**src/logic/usbie_pkg.sv**
```systemverilog
package usbie_pkg;

  localparam int USBIE_EP_N = 6;
  localparam int USBIE_COUNT_W = 11;
  localparam int USBIE_ADR_W = 8;

  // Timing: bus idle time before suspend, and the system clock rate.
  localparam int USBIE_CLK_HZ = 25_000_000;
  localparam int USBIE_SUSPEND_IDLE_MS = 3;
  localparam int USBIE_SUSPEND_IDLE_CYC = USBIE_SUSPEND_IDLE_MS * (USBIE_CLK_HZ / 1000);
  localparam int USBIE_IDLE_CNT_W = 17;

  // Register byte offsets.
  localparam logic [7:0] USBIE_OFS_IRQ_ENABLE = 8'h10;
  localparam logic [7:0] USBIE_OFS_IRQ_DISABLE = 8'h14;
  localparam logic [7:0] USBIE_OFS_IRQ_MASK = 8'h18;
  localparam logic [7:0] USBIE_OFS_IRQ_STATUS = 8'h1C;
  localparam logic [7:0] USBIE_OFS_IRQ_CLEAR = 8'h20;
  localparam logic [7:0] USBIE_OFS_FIFO_RESET = 8'h28;
  localparam logic [7:0] USBIE_OFS_CSR_BASE = 8'h30;

  // Interrupt register bit positions; bits 0..5 are the endpoints.
  localparam int USBIE_BIT_SUSPEND = 8;
  localparam int USBIE_BIT_RESUME = 9;
  localparam int USBIE_BIT_FRAME = 11;
  localparam int USBIE_BIT_BUS_RESET = 12;
  localparam int USBIE_BIT_WAKEUP = 13;

  // Endpoint control/status field positions.
  localparam int USBIE_F_COUNT_LSB = 16;
  localparam int USBIE_F_ON = 15;
  localparam int USBIE_F_TOGGLE = 11;
  localparam int USBIE_F_KIND_LSB = 8;
  localparam int USBIE_F_DIR = 7;
  localparam int USBIE_F_BANK_B = 6;
  localparam int USBIE_F_STALL_REQ = 5;
  localparam int USBIE_F_LOADED = 4;
  localparam int USBIE_F_STALL_ACK = 3;
  localparam int USBIE_F_SETUP = 2;
  localparam int USBIE_F_BANK_A = 1;
  localparam int USBIE_F_TX_ACK = 0;

  // Reset values.
  localparam logic USBIE_RST_MASK_RESUME = 1'b1;
  localparam logic [5:0] USBIE_RST_MASK_EP = 6'h00;
  localparam logic [2:0] USBIE_KIND_CONTROL = 3'h0;

endpackage

```
**src/logic/usbie_endpoint.sv**
```systemverilog
module usbie_endpoint
  import usbie_pkg::*;
(
  input wire logic ref_clk,
  input wire logic resetn,
  input wire logic wr_stb,
  input wire logic [31:0] wr_data,
  input wire logic [31:0] wr_mask,
  input wire logic fifo_hold,
  input wire logic ev_setup,
  input wire logic ev_bank_a,
  input wire logic ev_bank_b,
  input wire logic ev_tx_acked,
  input wire logic ev_stall_acked,
  input wire logic ev_tx_sent,
  input wire logic ev_toggle,
  input wire logic [usbie_pkg::USBIE_COUNT_W-1:0] rx_count,
  output logic [31:0] csr_word,
  output logic irq_req,
  output logic stall_request,
  output logic tx_packet_loaded,
  output logic endpoint_on
);

  typedef struct packed {
    logic on;
    logic toggle;
    logic [2:0] kind;
    logic dir;
    logic bank_b;
    logic stall_req;
    logic loaded;
    logic stall_ack;
    logic setup;
    logic bank_a;
    logic tx_ack;
  } usbie_ep_state_t;

  usbie_ep_state_t st_reg;
  usbie_ep_state_t st_next;

  function automatic logic cleared(input int pos, input logic stb, input logic [31:0] d,
                                   input logic [31:0] m);
    cleared = stb & m[pos] & ~d[pos];
  endfunction

  function automatic logic upd(input int pos, input logic old, input logic stb,
                               input logic [31:0] d, input logic [31:0] m);
    upd = (stb & m[pos]) ? d[pos] : old;
  endfunction

  ////////////////////////////////////////////////////////////////////////////////
  always_comb begin
    st_next = st_reg;
    st_next.on = upd(USBIE_F_ON, st_reg.on, wr_stb, wr_data, wr_mask);
    st_next.kind = (wr_stb & wr_mask[USBIE_F_KIND_LSB]) ?
                   wr_data[USBIE_F_KIND_LSB +: 3] : st_reg.kind;
    st_next.dir = upd(USBIE_F_DIR, st_reg.dir, wr_stb, wr_data, wr_mask);
    st_next.stall_req = upd(USBIE_F_STALL_REQ, st_reg.stall_req, wr_stb, wr_data, wr_mask);
    // Hardware-set flags: an event in the clearing cycle wins over the clear.
    st_next.tx_ack = ev_tx_acked |
                     (st_reg.tx_ack & ~cleared(USBIE_F_TX_ACK, wr_stb, wr_data, wr_mask));
    st_next.setup = ev_setup |
                    (st_reg.setup & ~cleared(USBIE_F_SETUP, wr_stb, wr_data, wr_mask));
    st_next.bank_a = ev_bank_a |
                     (st_reg.bank_a & ~cleared(USBIE_F_BANK_A, wr_stb, wr_data, wr_mask));
    st_next.bank_b = ev_bank_b |
                     (st_reg.bank_b & ~cleared(USBIE_F_BANK_B, wr_stb, wr_data, wr_mask));
    st_next.stall_ack = ev_stall_acked |
                        (st_reg.stall_ack &
                         ~cleared(USBIE_F_STALL_ACK, wr_stb, wr_data, wr_mask));
    // Software may only load a packet; the engine clears it once sent.
    if (wr_stb & wr_mask[USBIE_F_LOADED] & wr_data[USBIE_F_LOADED]) begin
      st_next.loaded = 1'b1;
    end else if (ev_tx_sent) begin
      st_next.loaded = 1'b0;
    end
    if (fifo_hold) begin
      st_next.toggle = 1'b0;
    end else if (ev_toggle) begin
      st_next.toggle = ~st_reg.toggle;
    end
  end

  always_ff @(posedge ref_clk or negedge resetn) begin
    if (!resetn) begin
      st_reg <= '0;
    end else begin
      st_reg <= st_next;
    end
  end

  ////////////////////////////////////////////////////////////////////////////////
  always_comb begin
    csr_word = '0;
    csr_word[USBIE_F_COUNT_LSB +: USBIE_COUNT_W] = fifo_hold ? '0 : rx_count;
    csr_word[USBIE_F_ON] = st_reg.on | (st_reg.kind == USBIE_KIND_CONTROL);
    csr_word[USBIE_F_TOGGLE] = st_reg.toggle;
    csr_word[USBIE_F_KIND_LSB +: 3] = st_reg.kind;
    csr_word[USBIE_F_DIR] = st_reg.dir;
    csr_word[USBIE_F_BANK_B] = st_reg.bank_b;
    csr_word[USBIE_F_STALL_REQ] = st_reg.stall_req;
    csr_word[USBIE_F_LOADED] = st_reg.loaded;
    csr_word[USBIE_F_STALL_ACK] = st_reg.stall_ack;
    csr_word[USBIE_F_SETUP] = st_reg.setup;
    csr_word[USBIE_F_BANK_A] = st_reg.bank_a;
    csr_word[USBIE_F_TX_ACK] = st_reg.tx_ack;
  end

  assign irq_req = st_reg.setup | st_reg.bank_a | st_reg.bank_b | st_reg.tx_ack |
                   st_reg.stall_ack;
  assign stall_request = st_reg.stall_req;
  assign tx_packet_loaded = st_reg.loaded;
  assign endpoint_on = st_reg.on;

endmodule

```
**src/logic/usbie_regs.sv**
```systemverilog
// Notes on behaviour
// - Writing one to a disable bit clears that interrupt's mask bit.
// - Writing one to an enable bit sets that interrupt's mask bit.
// - Mask register reads one for each enabled source, zero otherwise.
// - Mask bit 12 cannot be masked and always reads one.
// - Resume interrupt is enabled after reset.
// - Endpoint status rises on setup, either bank full, tx acked or stall acked.
// - Endpoint status stays until its source flag is cleared in its register.
// - After 3 ms of bus silence, flag suspend and enter suspend mode.
// - Detected resume signalling sets the resume status bit.
// - Every start-of-frame token sets the frame-start status bit.
// - End of a bus reset sets its status bit; endpoint zero is then ready (here bus_reset_done only sets the status bit; no endpoint sees it).
// - Wakeup status sets on resume or reset signalling since last clear.
// - Writing one to a clear bit clears that status bit.
// - While endpoint reset is one, its FIFO pointers and count stay zero.
// - Endpoint reset returns the data toggle to DATA0.
// - Software drops endpoint reset itself; endpoint flags are left untouched.
// - Endpoint register layout: count, enable, toggle, kind, then eight flags.
// - Host acknowledge sets tx acked; writing zero clears it, one does nothing.
// - While tx acked is one, the endpoint interrupt request stays asserted.
//
// The address map and the Wishbone slave port were left to the implementer.
module usbie_regs
  import usbie_pkg::*;
#(
  parameter int SUSPEND_IDLE_CYCLES = usbie_pkg::USBIE_SUSPEND_IDLE_CYC
)
(
  input wire logic ref_clk,
  input wire logic resetn,
  input wire logic wb_cyc_i,
  input wire logic wb_stb_i,
  input wire logic wb_we_i,
  input wire logic [usbie_pkg::USBIE_ADR_W-1:0] wb_adr_i,
  input wire logic [3:0] wb_sel_i,
  input wire logic [31:0] wb_dat_i,
  output logic [31:0] wb_dat_o,
  output logic wb_ack_o,
  input wire logic bus_activity,
  input wire logic resume_seen,
  input wire logic bus_reset_seen,
  input wire logic bus_reset_done,
  input wire logic frame_start_seen,
  input wire logic [usbie_pkg::USBIE_EP_N-1:0] ep_setup_received,
  input wire logic [usbie_pkg::USBIE_EP_N-1:0] ep_rx_bank_a_full,
  input wire logic [usbie_pkg::USBIE_EP_N-1:0] ep_rx_bank_b_full,
  input wire logic [usbie_pkg::USBIE_EP_N-1:0] ep_tx_acked,
  input wire logic [usbie_pkg::USBIE_EP_N-1:0] ep_stall_acked,
  input wire logic [usbie_pkg::USBIE_EP_N-1:0] ep_tx_sent,
  input wire logic [usbie_pkg::USBIE_EP_N-1:0] ep_toggle_flip,
  input wire logic [usbie_pkg::USBIE_EP_N-1:0][usbie_pkg::USBIE_COUNT_W-1:0] ep_received_count,
  output logic usb_irq,
  output logic suspend_mode,
  output logic [usbie_pkg::USBIE_EP_N-1:0] ep_fifo_hold,
  output logic [usbie_pkg::USBIE_EP_N-1:0] ep_stall_request,
  output logic [usbie_pkg::USBIE_EP_N-1:0] ep_tx_packet_loaded,
  output logic [usbie_pkg::USBIE_EP_N-1:0] ep_endpoint_on
);

  typedef struct packed {
    logic [USBIE_EP_N-1:0] mask_ep;
    logic mask_suspend;
    logic mask_resume;
    logic mask_frame;
    logic mask_wakeup;
    logic suspend_irq;
    logic resume_irq;
    logic frame_start_irq;
    logic bus_reset_done_irq;
    logic wakeup_irq;
    logic [USBIE_IDLE_CNT_W-1:0] idle_cnt;
    logic suspended;
    logic [USBIE_EP_N-1:0] fifo_hold;
    logic ack;
    logic [31:0] rdata;
    logic irq;
  } usbie_state_t;

  usbie_state_t st_reg;
  usbie_state_t st_next;

  logic [USBIE_EP_N-1:0][31:0] ep_word;
  logic [USBIE_EP_N-1:0] ep_irq;
  logic [USBIE_EP_N-1:0] ep_wr;
  logic [31:0] lane_mask;
  logic [31:0] wdata;
  logic access;
  logic write;
  logic [31:0] status_word;
  logic [31:0] mask_word;

  // Decodes an endpoint register address: hit flag above a three-bit index.
  function automatic logic [3:0] csr_slot(input logic [USBIE_ADR_W-1:0] adr);
    logic [USBIE_ADR_W-1:0] rel;
    rel = adr - USBIE_OFS_CSR_BASE;
    csr_slot = '0;
    if (adr >= USBIE_OFS_CSR_BASE && rel[1:0] == 2'b00 &&
        rel[USBIE_ADR_W-1:2] < (USBIE_ADR_W - 2)'(USBIE_EP_N)) begin
      csr_slot = {1'b1, rel[4:2]};
    end
  endfunction

  function automatic logic [31:0] sel_to_mask(input logic [3:0] sel);
    sel_to_mask = {{8{sel[3]}}, {8{sel[2]}}, {8{sel[1]}}, {8{sel[0]}}};
  endfunction

  ////////////////////////////////////////////////////////////////////////////////
  // Bus slave strobes. The answer comes one cycle after the request is seen.
  assign access = wb_cyc_i & wb_stb_i & ~st_reg.ack;
  assign write = access & wb_we_i;
  assign lane_mask = sel_to_mask(wb_sel_i);
  assign wdata = wb_dat_i & lane_mask;

  always_comb begin
    logic [3:0] slot;
    slot = csr_slot(wb_adr_i);
    ep_wr = '0;
    if (write && slot[3]) begin
      ep_wr[slot[2:0]] = 1'b1;
    end
  end

  ////////////////////////////////////////////////////////////////////////////////
  // Endpoints.
  for (genvar i = 0; i < USBIE_EP_N; i++) begin : g_ep
    usbie_endpoint u_ep (
      .ref_clk(ref_clk),
      .resetn(resetn),
      .wr_stb(ep_wr[i]),
      .wr_data(wb_dat_i),
      .wr_mask(lane_mask),
      .fifo_hold(st_reg.fifo_hold[i]),
      .ev_setup(ep_setup_received[i]),
      .ev_bank_a(ep_rx_bank_a_full[i]),
      .ev_bank_b(ep_rx_bank_b_full[i]),
      .ev_tx_acked(ep_tx_acked[i]),
      .ev_stall_acked(ep_stall_acked[i]),
      .ev_tx_sent(ep_tx_sent[i]),
      .ev_toggle(ep_toggle_flip[i]),
      .rx_count(ep_received_count[i]),
      .csr_word(ep_word[i]),
      .irq_req(ep_irq[i]),
      .stall_request(ep_stall_request[i]),
      .tx_packet_loaded(ep_tx_packet_loaded[i]),
      .endpoint_on(ep_endpoint_on[i])
    );
  end

  ////////////////////////////////////////////////////////////////////////////////
  // Read views of the interrupt registers.
  always_comb begin
    status_word = '0;
    status_word[USBIE_EP_N-1:0] = ep_irq;
    status_word[USBIE_BIT_SUSPEND] = st_reg.suspend_irq;
    status_word[USBIE_BIT_RESUME] = st_reg.resume_irq;
    status_word[USBIE_BIT_FRAME] = st_reg.frame_start_irq;
    status_word[USBIE_BIT_BUS_RESET] = st_reg.bus_reset_done_irq;
    status_word[USBIE_BIT_WAKEUP] = st_reg.wakeup_irq;
    mask_word = '0;
    mask_word[USBIE_EP_N-1:0] = st_reg.mask_ep;
    mask_word[USBIE_BIT_SUSPEND] = st_reg.mask_suspend;
    mask_word[USBIE_BIT_RESUME] = st_reg.mask_resume;
    mask_word[USBIE_BIT_FRAME] = st_reg.mask_frame;
    mask_word[USBIE_BIT_BUS_RESET] = 1'b1;
    mask_word[USBIE_BIT_WAKEUP] = st_reg.mask_wakeup;
  end

  ////////////////////////////////////////////////////////////////////////////////
  always_comb begin
    logic [31:0] set_w;
    logic [31:0] dis_w;
    logic [31:0] clr_w;
    logic [3:0] slot;
    st_next = st_reg;
    slot = csr_slot(wb_adr_i);
    set_w = (write && wb_adr_i == USBIE_OFS_IRQ_ENABLE) ? wdata : '0;
    dis_w = (write && wb_adr_i == USBIE_OFS_IRQ_DISABLE) ? wdata : '0;
    clr_w = (write && wb_adr_i == USBIE_OFS_IRQ_CLEAR) ? wdata : '0;

    // Mask: enabling wins over disabling when both land together.
    st_next.mask_ep = (st_reg.mask_ep & ~dis_w[USBIE_EP_N-1:0]) |
                      set_w[USBIE_EP_N-1:0];
    st_next.mask_suspend = (st_reg.mask_suspend & ~dis_w[USBIE_BIT_SUSPEND]) |
                           set_w[USBIE_BIT_SUSPEND];
    st_next.mask_resume = (st_reg.mask_resume & ~dis_w[USBIE_BIT_RESUME]) |
                          set_w[USBIE_BIT_RESUME];
    st_next.mask_frame = (st_reg.mask_frame & ~dis_w[USBIE_BIT_FRAME]) |
                         set_w[USBIE_BIT_FRAME];
    st_next.mask_wakeup = (st_reg.mask_wakeup & ~dis_w[USBIE_BIT_WAKEUP]) |
                          set_w[USBIE_BIT_WAKEUP];

    // Suspend detection: a long idle timer restarted by any bus activity.
    if (bus_activity) begin
      st_next.idle_cnt = '0;
      st_next.suspended = 1'b0;
    end else if (!st_reg.suspended) begin
      if (st_reg.idle_cnt == USBIE_IDLE_CNT_W'(SUSPEND_IDLE_CYCLES - 1)) begin
        st_next.suspended = 1'b1;
      end else begin
        st_next.idle_cnt = st_reg.idle_cnt + 1'b1;
      end
    end

    // Sticky status: a set in the clearing cycle wins over the clear.
    st_next.suspend_irq = (st_next.suspended & ~st_reg.suspended) |
                          (st_reg.suspend_irq & ~clr_w[USBIE_BIT_SUSPEND]);
    st_next.resume_irq = resume_seen |
                         (st_reg.resume_irq & ~clr_w[USBIE_BIT_RESUME]);
    st_next.frame_start_irq = frame_start_seen |
                              (st_reg.frame_start_irq & ~clr_w[USBIE_BIT_FRAME]);
    st_next.bus_reset_done_irq = bus_reset_done |
                                 (st_reg.bus_reset_done_irq &
                                  ~clr_w[USBIE_BIT_BUS_RESET]);
    st_next.wakeup_irq = resume_seen | bus_reset_seen |
                         (st_reg.wakeup_irq & ~clr_w[USBIE_BIT_WAKEUP]);

    // Endpoint reset is a plain level; software must drop it again.
    if (write && wb_adr_i == USBIE_OFS_FIFO_RESET) begin
      st_next.fifo_hold = (st_reg.fifo_hold & ~lane_mask[USBIE_EP_N-1:0]) |
                          wdata[USBIE_EP_N-1:0];
    end

    // Bus answer; unmapped reads return zero and unmapped writes are dropped.
    st_next.ack = access;
    st_next.rdata = '0;
    if (access && !wb_we_i) begin
      if (slot[3]) begin
        st_next.rdata = ep_word[slot[2:0]];
      end else if (wb_adr_i == USBIE_OFS_IRQ_MASK) begin
        st_next.rdata = mask_word;
      end else if (wb_adr_i == USBIE_OFS_IRQ_STATUS) begin
        st_next.rdata = status_word;
      end else if (wb_adr_i == USBIE_OFS_FIFO_RESET) begin
        st_next.rdata = {{(32 - USBIE_EP_N){1'b0}}, st_reg.fifo_hold};
      end
    end

    // The request line follows the registered views, so it lags one cycle.
    st_next.irq = |(status_word & mask_word);
  end

  always_ff @(posedge ref_clk or negedge resetn) begin
    if (!resetn) begin
      st_reg <= '0;
      st_reg.mask_ep <= USBIE_RST_MASK_EP;
      st_reg.mask_resume <= USBIE_RST_MASK_RESUME;
    end else begin
      st_reg <= st_next;
    end
  end

  ////////////////////////////////////////////////////////////////////////////////
  assign wb_dat_o = st_reg.rdata;
  assign wb_ack_o = st_reg.ack;
  assign usb_irq = st_reg.irq;
  assign suspend_mode = st_reg.suspended;
  assign ep_fifo_hold = st_reg.fifo_hold;

endmodule

```
**config.mk**
```make
export PLATFORM = sky130hd
export DESIGN_NAME = usbie_regs
export DESIGN_NICKNAME = d
export VERILOG_FILES = /design/src/logic/usbie_pkg.sv /design/src/logic/usbie_endpoint.sv /design/src/logic/usbie_regs.sv
export SDC_FILE = /design/constraint.sdc
export NUM_CORES = 1
export LEC_CHECK = 0
export BUFFER_PORTS_ARGS = -buffer_cell sky130_fd_sc_hd__buf_2
export CORE_MARGIN = 4
export CORE_UTILIZATION = 45
export DETAILED_ROUTE_END_ITERATION = 10
export PLACE_DENSITY = 0.72
export RECOVER_POWER = 25
export SKIP_LAST_GASP = 1
export SYNTH_ARGS = -nofsm -noshare
export SYNTH_HDL_FRONTEND = slang
export SYNTH_SLANG_ARGS = --single-unit
export TNS_END_PERCENT = 50
```
**constraint.sdc**
```tcl
create_clock -name ref_clk -period 2.4 [get_ports ref_clk]
set_input_delay 0.12 -clock ref_clk [delete_from_list [all_inputs] [get_ports ref_clk]]
set_output_delay 0.12 -clock ref_clk [all_outputs]
set_load 0.02 [all_outputs]
```
==> results.py, run 1 <==
metrics = {
    "run_status": {
        "status": "finished with violations",
        "failed_checks": "capacitance limit",
    },
    "placement": {
        "dpl_cell_area_um2": 8790,
        "gp_congestion": 0.915,
        "port_buffers": 195,
        "dp.cells": 1144,
        "dp_slack_ns": -0.0756,
        "dp_hpwl_um": 18100,
    },
    "flow_run": {
        "cap_violations": 1,
    },
    "worst_hold_path": {
        "hold_depth": 3,
        "hp-class": "primary input to register",
        "min_from": "wb_dat_i[12]",
    },
    "timing": {
        "tightest_slew_ns": 1.49,
        "fin_setup_tns_ns": 0,
        "finClkSkew_ns": 0.00757,
        "period_needed_ns": 2.10,
        "rsz0062_at_grt": "false",
        "relSlewSlack_pct": 0.507,
        "period_share_pct": 87.5,
        "slew_violations": 0,
        "timing.final.hold_violations": 0,
        "fmax_ghz": 0.476,
        "fin_ws_ns": 0.300,
        "setup_violations": 0,
        "hold-worst-slack_ns": 0.0336,
    },
    "global_route": {
        "grt_pass1_vias": 7268,
        "grt_max_degree": 60,
        "track_usage_pct": 25.2,
        "grt-ovfl-total": 0,
        "grt_pass1_wl_um": 38900,
        "antenna_found_initial": 0,
    },
    "clock_network": {
        "cts_buffers": 17,
        "cts_tree": "built",
        "cts.sinks": 145,
        "post_cts_resized": 0,
        "cts.clk_slew.worst_paths_ns": 0.06,
        "h-tree-depth": 4,
        "ctsRootBufferMaster": "clkbuf_16",
        "cts_buffer_depth": 2,
        "clock_latency_ns": 0.42,
    },
    "floorplan": {
        "core_area_um2": 16800,
        "initial_utilization_pct": 46.5,
        "dieWidth_um": 140,
        "boundaryPins": 221,
        "rows": 47,
        "dieArea_um2": 19600,
        "die_y_um": 140,
    },
    "critical_path": {
        "startpoint": "wb_adr_i[4]",
        "crit_fanout": 16,
        "endpoint_kind": "register",
        "start_kind": "primary input",
        "worstPathArrival_ns": 2.44,
        "r2r_start": "wb_ack_o",
        "criticalPathCategory": "primary input to register",
        "worst-r2r-cell-count": 5,
        "cp_data_required_time_ns": 2.74,
    },
    "synth": {
        "synth_ff_type": "dfrtp_1",
        "synth.distinct_cells": 57,
        "yosysMostFrequentCell": "dfrtp_1",
        "ys_seq_area_share_pct": 46.4,
        "synthTopCellsByCount": "dfrtp_1 (144), buf_4 (59), nand2_1 (58), nor2_1 (48), o21ai_0 (46)",
        "syn-cell-area_um2": 7820,
        "synth_edf_count": 0,
        "synth_area_leaders": "dfrtp_1 (46%), mux2_2 (6.0%), buf_4 (5.7%)",
        "netlist_instances": 786,
        "yosysWarnings": 0,
        "syn_area_per_cell_um2": 9.95,
        "yosys.area.top_type_share_pct": 46.1,
        "yosys_register_bits": 145,
        "synth_top_area_cell": "dfrtp_1",
        "async_flop_share_pct": 100,
    },
    "layout": {
        "nets": 1164,
        "final_area_um2": 9950,
        "n_antenna_cell": 0,
        "final_cells": 1230,
        "fin_util_pct": 59.1,
        "final_layout_size_suffix_gt1_share_pct": 31.2,
        "area_delta_synth_final_pct": 27.2,
        "largest_reg_flops": 60,
    },
    "power_and_ir_drop": {
        "powerDensity_nw_per_um2": 598,
        "vdd_drop_max_v": 0.000520,
        "total_power_mw": 5.95,
        "leakage_nw": 4.59,
    },
    "detailed_routing": {
        "vias": 7040,
        "routed_wl_um": 24600,
        "route.detailed.drc": 0,
        "viasPerCell": 5.72,
        "ant_nets": 0,
        "drtPass1Iterations": 5,
        "wire_per_inst_um": 20.0,
        "drtIter0Drc": 546,
    },
}
==> metal layers <==
layer / wire length [um] / track usage (%) / vias up
met5: 0 / 0 / -
met4: 665 / 9.13 / 0
met3: 2210 / 6.66 / 59
met2: 11500 / 40.2 / 373
met1: 10300 / 33.1 / 3378
li1: - / - / 3230
==> area by class of cell <==
cell class              count  area [um2]
repair buffers            284        1790
fillers                  1457        6870
flip-flops and latches    145        3630
clock buffers              23         498
clock inverters             9         126
multi-input cells         535        3580
well taps                 220         275
inverters                  14        52.6
==> cells in the final DEF (no fill, tap or decap), types with 5 or more instances in the layout <==
cell type and n:
buf_2 194, dfrtp_1 144, nand2_1 58, dlygate4sd3_1 54
nor2_1 48, o21ai_0 46, mux2_2 42, and3_1 33
buf_4 33, nand2b_1 30, nand3_1 24, a21oi_1 22
nor3_1 18, nor3b_1 18, mux2i_1 17, clkbuf_16 17
xor2_1 15, inv_1 14, a311oi_1 14, a22oi_1 13
xnor2_1 11, a21o_1 10, a31oi_1 10, a221oi_1 9
nand4_1 8, a2111oi_0 7, o2bb2ai_1 6, a22o_1 6
conb_1 6, o22ai_1 5, or3_1 5, o311ai_0 5
ha_1 5, clkbuf_8 5
==> worst paths after layout <==
| path | endpoint | slack, ns |
|---|---|---|
| setup / recovery | wb_dat_o[4] | 0.30 |
| hold / removal | st_reg[59] | 0.03 |
| setup reg to reg | wb_dat_o[4] | 0.35 |
| hold reg to reg | wb_ack_o | 0.49 |
| max in group asynchronous | wb_dat_o[2] | 0.61 |
| min in group asynchronous | g_ep[3].u_ep.endpoint_on | 0.61 |
==> cells by family after synthesis <==
kind of cell    Yosys count  synth area share, %
simple gates            264                 17.8
compound gates          175                 15.6
flops                   145                 46.4
buf+inv                 111                 8.24
mux                      59                 8.22
xor+xnor                 26                 2.91
fa+ha+maj                 5                0.800
other cells               1               0.0480
==> power by group <==
group / switching (mW) / internal, mW
clock network: 1.01 / 1.77
registers: 0.0603 / 2.51
logic: 0.307 / 0.291
==> repair_timing <==
action                                 in CTS  in global routing
hold buffers                               54                  0
buffers inserted                            0                  0
endpoints found under the hold margin     113                  0
==> worst max-delay path: stages <==
cell and delay, ns:
buf_2 0.14, inv_1 0.07, ha_1 0.28, a21o_1 0.19, or3_4 0.37, nor3_4 0.27, buf_4 0.30, a221oi_1 0.11
a211oi_1 0.41, o2bb2ai_1 0.18
(Power assumes the default switching activity.)
==> inputs of run 2 (changes only) <==
- ABC_AREA: not set -> 1
- PLACE_DENSITY: 0.72 -> 0.71
==> run 2 against run 1 <==
The flow finishes with violations (capacitance limit, slew limit). Clock-buffer cell count is the same. Critical path depth shrank 3. Non-clock buffer count shrank 1. Global-route usage grew 0.17 points. Design area grew 6.1%. Highest routed layer unchanged.
==> results.py, run 2 <==
metrics = {
    "timing": {
        "period_share_pct": 92.8,
        "tightest_slew_ns": 1.50,
        "slew_violations": 57,
        "rsz0062_at_grt": "true",
        "setup_violations": 0,
        "relSlewSlack_pct": -0.247,
        "fin_setup_tns_ns": 0,
        "finClkSkew_ns": 0.00474,
        "fmax_ghz": 0.449,
        "fin_ws_ns": 0.174,
        "period_needed_ns": 2.23,
        "timing.final.hold_violations": 0,
    },
    "synth": {
        "synth_top_family_by_area": "simple AND/OR/NAND/NOR gates",
        "yosys.area.top_type_share_pct": 43.3,
        "synth_edf_count": 0,
        "async_flop_share_pct": 100,
        "synth_compound_area_share_pct": 12.7,
        "syn_area_per_cell_um2": 7.14,
        "synth_ff_type": "dfrtp_1",
        "yosys_register_bits": 145,
        "synthAdderAreaFrac_pct": 0.751,
        "synthTopCellsByCount": "nand2_1 (349), dfrtp_1 (144), inv_1 (141), o21ai_0 (112), nand3_1 (102)",
        "yosys.area_share.simple_pct": 29.2,
        "yosys.area_share.xor_xnor_pct": 0.421,
        "muxShareOfSynthArea_pct": 0,
        "syn-cell-area_um2": 8330,
        "yosysWarnings": 0,
        "synth_top_area_cell": "dfrtp_1",
        "synth.distinct_cells": 40,
        "synth_area_leaders": "dfrtp_1 (43%), nand2_1 (16%), o21ai_0 (6.7%)",
        "ys_seq_area_share_pct": 43.6,
        "yosysMostFrequentCell": "nand2_1",
        "netlist_instances": 1166,
    },
    "power_and_ir_drop": {
        "leakage_nw": 5.60,
        "vdd_drop_max_v": 0.000485,
        "powerDensity_nw_per_um2": 569,
    },
    "run_status": {
        "status": "finished with violations",
        "failed_checks": "capacitance limit, slew limit",
    },
    "critical_path": {
        "path_common_cell": "nand2_1",
        "crit_fanout": 5,
        "endpoint_kind": "register",
        "worstPathArrival_ns": 2.53,
        "rrSetupSlack_ns": 0.17,
        "cp_data_required_time_ns": 2.71,
        "cp_slowest_stage_delay_ns": 0.56,
        "start_kind": "register",
        "criticalPathCategory": "register to register",
        "path_cells": "nor3_2, nand2_1, inv_1, nand4_1, o21ai_0, nand2_1, dlygate4sd3_1",
        "cp_slowest_cell": "dlygate4sd3_1",
        "cp_top_family": "simple AND/OR/NAND/NOR gates",
        "path_buf_inv": 2,
    },
    "clock_network": {
        "h-tree-depth": 4,
        "ctsRootBufferMaster": "clkbuf_16",
        "cts_tree": "built",
        "cts_buffers": 17,
        "cts_buffer_depth": 2,
        "cts.clk_slew.worst_paths_ns": 0.06,
        "cts.sinks": 145,
        "clock_latency_ns": 0.42,
    },
    "layout": {
        "final_layout_size_suffix_gt1_share_pct": 19.5,
        "fin_util_pct": 58.3,
        "largest_reg_flops": 60,
        "nets": 1547,
        "layout_commonest_cell": "nand2_1",
        "num-fill-cells": 1692,
        "area_delta_synth_final_pct": 26.7,
        "most-common-layout-cells": "nand2_1 (349), buf_2 (194), dfrtp_1 (144)",
    },
    "floorplan": {
        "dieArea_um2": 20700,
        "initial_utilization_pct": 46.0,
        "rows": 49,
        "dieWidth_um": 144,
        "die_y_um": 144,
        "core_area_um2": 18100,
        "boundaryPins": 221,
    },
    "global_route": {
        "antenna_found_initial": 1,
        "grt_pass1_vias": 8022,
        "grt_pass1_wl_um": 40900,
        "grt_max_degree": 91,
        "grt-ovfl-total": 0,
        "track_usage_pct": 25.3,
    },
    "placement": {
        "dp_hpwl_um": 18500,
        "gp_congestion": 0.895,
        "dp_slack_ns": 0.0931,
        "port_buffers": 195,
    },
    "detailed_routing": {
        "drtIter0Drc": 775,
        "route.detailed.drc": 0,
        "routed_wl_um": 26400,
        "viasPerCell": 5.24,
        "ant_nets": 0,
        "vias": 8506,
        "drtPass1Iterations": 5,
        "wire_per_inst_um": 16.3,
    },
    "flow_run": {
        "cap_violations": 1,
    },
    "worst_hold_path": {
        "hp-class": "primary input to register",
    },
}
run 2: area by class of cell:
| cell class | count | area [um2] | share of cell area (%) |
|---|---|---|---|
| clock inverters | 9 | 153 | 1.45 |
| multi-input cells | 789 | 3620 | 34.3 |
| clock buffers | 23 | 488 | 4.63 |
| diodes | 2 | 5.00 | 0.0474 |
| flip-flops and latches | 145 | 3630 | 34.4 |
| well taps | 229 | 287 | 2.72 |
| repair buffers | 283 | 1830 | 17.3 |
| inverters | 144 | 541 | 5.12 |
run 2: metrics by stage:
step           instance area [um2]  instances  power, mW  hold WS [ns]
6_report                     10500       1624       6.00       0.00837
5_1_grt                      10500       1623       6.23        0.0154
4_1_cts                      10500       1622       6.03      0.000196
3_5_place_dp                  9330       1533       3.09         0.138
3_3_place_gp                  9330       1533       3.09         0.140
2_1_floorplan                 8350       1171       2.83        -0.176
run 2: metal layers:
layer  part of all wire (%)  track usage (%)  routed length [um]
met1                     43             34.7               11300
met2                     46             40.4               12200
met3                    8.5             4.66                2230
met4                    2.5             9.32                 671
met5                      0                0                   0
run 2: logic make-up (layout without fill, tap and decap cells):
| family | count (synthesis) | count (layout) |
|---|---|---|
| AO/OA/AOI/OAI | 194 | 194 |
| adder cells (fa/ha/maj) | 5 | 5 |
| other | 1 | 8 |
| flip-flops | 145 | 145 |
| buffers and inverters | 237 | 459 |
| AND/OR/NAND/NOR | 580 | 580 |
| XOR/XNOR | 4 | 4 |
run 2: worst paths after layout:
check                                          start                            end  depth (start not counted)
setup / recovery                            wb_ack_o                     st_reg[59]                          7
hold / removal                           wb_dat_i[9]                   mask_word[9]                          3
setup reg to reg                            wb_ack_o                     st_reg[59]                          7
hold reg to reg            g_ep[2].u_ep.csr_word[11]      g_ep[2].u_ep.csr_word[11]                          1
max in group asynchronous                     resetn       g_ep[1].u_ep.csr_word[1]                          3
min in group asynchronous                     resetn  g_ep[5].u_ep.tx_packet_loaded                          2
run 2: power breakdown:
part	switching, mW	internal, mW
Sequential	0.0420	2.49
Clock	1.02	1.85
Combinational	0.329	0.260
Total	1.40	4.60
run 2: worst reg2reg max path, stage by stage, from the launching register on:
cell and delay (ns):
dfrtp_1 0.39, nor3_2 0.25, nand2_1 0.22, inv_1 0.19, nand4_1 0.22, o21ai_0 0.22, nand2_1 0.07, dlygate4sd3_1 0.56
run 2: timing repair:
action,4_1_cts,5_1_grt
gates resized for setup,0,2
setup endpoints to repair,0,2
endpoints found under the hold margin,108,0
hold buffers,57,0
buffers inserted,0,0
==> inputs of run 3 (changes only) <==
- clock period: 2.4 -> 2.5 ns (I/O delays scaled with it)
==> run 3 against run 2 <==
The run still ends with capacitance limit, slew limit left. Combinational power is 3% lower. First-iteration DRC count is 21% lower. Clock skew up 0.0033 ns. Register-to-register slack hardly changed. Design area about the same. Highest routed layer is now met5. Routed wire length barely moved. Setup slack worse by 0.0060 ns. Largest power group unchanged. Total power is 4.2% lower. Sequential power decreased by 4%. Hold slack better by 0.015 ns. Clock-buffer cell count is 3 lower. Largest cell class unchanged.
==> results.py, run 3 (synthesis results as in run 2) <==
metrics = {
    "run_status": {
        "status": "finished with violations",
        "failed_checks": "capacitance limit, slew limit",
    },
    "timing": {
        "setup_violations": 0,
        "finClkSkew_ns": 0.00800,
        "slew_violations": 80,
        "relSlewSlack_pct": -36.9,
        "fmax_ghz": 0.429,
        "rsz0062_at_grt": "true",
        "period_share_pct": 93.3,
        "period_needed_ns": 2.33,
        "tightest_slew_ns": 2.05,
        "fin_setup_tns_ns": 0,
        "timing.final.hold_violations": 0,
    },
    "critical_path": {
        "cp_slowest_stage_delay_ns": 0.56,
        "path_buf_inv": 4,
        "path_common_cell": "nand3_1",
        "criticalPathCategory": "primary input to register",
        "start_kind": "primary input",
        "endpoint_kind": "register",
        "cp_slowest_cell": "dlygate4sd3_1",
        "crit_fanout": 10,
        "cp_data_required_time_ns": 2.81,
        "rrSetupSlack_ns": 0.17,
        "cp_top_family": "simple AND/OR/NAND/NOR gates",
        "path_cells": "buf_2, inv_1, ha_1, nand3b_1, nor2_4, nand3_1, nor2_2, nand3_1, buf_4, o21ai_0, nand2_1, dlygate4sd3_1",
        "worstPathArrival_ns": 2.64,
    },
    "placement": {
        "dp_hpwl_um": 18500,
        "port_buffers": 195,
        "dp.cells": 1530,
        "gp_congestion": 0.891,
    },
    "global_route": {
        "grt_pass1_vias": 8055,
        "grt_max_degree": 81,
        "grt_pass1_wl_um": 41300,
        "antenna_found_initial": 2,
        "grt-ovfl-total": 0,
        "track_usage_pct": 25.5,
    },
    "layout": {
        "nets": 1546,
        "final_layout_size_suffix_gt1_share_pct": 19.0,
        "final_cells": 1623,
        "num-fill-cells": 1684,
        "largest_reg_flops": 60,
        "layout_commonest_cell": "nand2_1",
        "most-common-layout-cells": "nand2_1 (348), buf_2 (188), dfrtp_1 (144)",
        "area_delta_synth_final_pct": 26.7,
    },
    "clock_network": {
        "cts_buffer_depth": 2,
        "cts_buffers": 17,
        "cts.clk_slew.worst_paths_ns": 0.06,
        "cts_tree": "built",
        "h-tree-depth": 4,
        "cts.sinks": 145,
        "ctsRootBufferMaster": "clkbuf_16",
        "clock_latency_ns": 0.43,
    },
    "power_and_ir_drop": {
        "clock_power_share_pct": 47.7,
        "comb_power_share_pct": 9.9,
        "leakage_nw": 5.58,
        "powerDensity_nw_per_um2": 545,
        "seqPwrFrac_pct": 42.4,
        "switching_share_pct": 23.9,
        "vdd_drop_max_v": 0.000492,
        "power_switching_mw": 1.37,
        "internal_power_mw": 4.37,
    },
    "detailed_routing": {
        "drtIter0Drc": 613,
        "drtPass1Iterations": 6,
        "viasPerCell": 5.25,
        "routed_wl_um": 26400,
        "ant_nets": 0,
        "route.detailed.drc": 0,
        "wire_per_inst_um": 16.3,
        "vias": 8518,
    },
    "floorplan": {
        "die_y_um": 144,
        "core_area_um2": 18100,
        "dieWidth_um": 144,
        "dieArea_um2": 20700,
        "initial_utilization_pct": 46.0,
        "boundaryPins": 221,
        "rows": 49,
    },
    "worst_hold_path": {
        "hp-class": "primary input to register",
    },
    "flow_run": {
        "cap_violations": 1,
    },
}
[run 3: changes by cell type in the layout (fill, tap and decap cells not counted), sizes merged]
cell and change:
inv +2, buf -9, clkbuf +3, clkinv +1, dlygate4sd3 +2
[run 3: per-stage QoR]
step | total power, mW | utilization, % | hold WS, ns | setup slack (ns) | area [um2]
floorplan | 2.72 | - | -0.171 | 0.555 | 8350
global placement | 2.96 | 51.5 | 0.224 | 0.231 | 9320
detailed placement | 2.97 | 51.5 | 0.227 | 0.149 | 9320
CTS | 5.78 | 58.3 | 0.00531 | 0.0459 | 10500
global route | 5.96 | 58.3 | 0.0271 | -0.00631 | 10500
finish | 5.75 | 58.3 | 0.0234 | 0.168 | 10600
[run 3: worst paths after layout]
path	from	to	depth (start not counted)
max in group asynchronous	resetn	mask_word[1]	2
worst max-delay path	wb_adr_i[4]	g_ep[2].u_ep.csr_word[6]	12
worst min-delay path	wb_dat_i[12]	st_reg[59]	4
worst max register to register	wb_ack_o	g_ep[0].u_ep.csr_word[6]	7
min in group asynchronous	resetn	wb_dat_o[6]	2
worst min register to register	g_ep[0].u_ep.csr_word[11]	g_ep[0].u_ep.csr_word[11]	1
[run 3: cell type report]
type                    instances  area, um2  share of cell area (%)
clock inverters                12        179                    1.70
flip-flops and latches        145       3630                    34.4
diodes                          2       5.00                  0.0474
clock buffers                  20        457                    4.33
inverters                     144        541                    5.12
repair buffers                282       1830                    17.4
well taps                     229        287                    2.72
multi-input cells             789       3620                    34.3
[run 3: what timing repair did]
action | CTS | global route
setup endpoints to repair | 0 | 2
hold endpoints to repair | 132 | 0
buffers inserted | 0 | 0
resized for setup | 0 | 3
hold buffers | 59 | 0
[run 3: worst register-to-register path, delay by kind of cell, from the launching register on]
family                 cells  cell delay [ns]
and+or+nand+nor            5             1.01
buffers and inverters      1             0.55
AOI/OAI and AO/OA          1             0.27
DFF                        1             0.39
[run 3: routing by layer]
| metal | wire length [um] | share of wire [%] | up-vias | track usage, % |
|---|---|---|---|---|
| met5 | 7 | 0.026 | - | 0 |
| met3 | 2280 | 8.6 | 55 | 4.43 |
| met1 | 11200 | 43 | 3926 | 35.1 |
| met4 | 631 | 2.4 | 2 | 9.22 |
| li1 | - | - | 4120 | - |
| met2 | 12300 | 46 | 415 | 40.8 |
[run 3: power by group through the flow]
stage / clock network (mW) / logic [mW] / registers, mW
detailed placement: 0 / 0.495 / 2.48
floorplan: 0 / 0.249 / 2.47
global placement: 0 / 0.488 / 2.48
finish: 2.74 / 0.570 / 2.44
global route: 2.88 / 0.641 / 2.44
CTS: 2.78 / 0.566 / 2.43
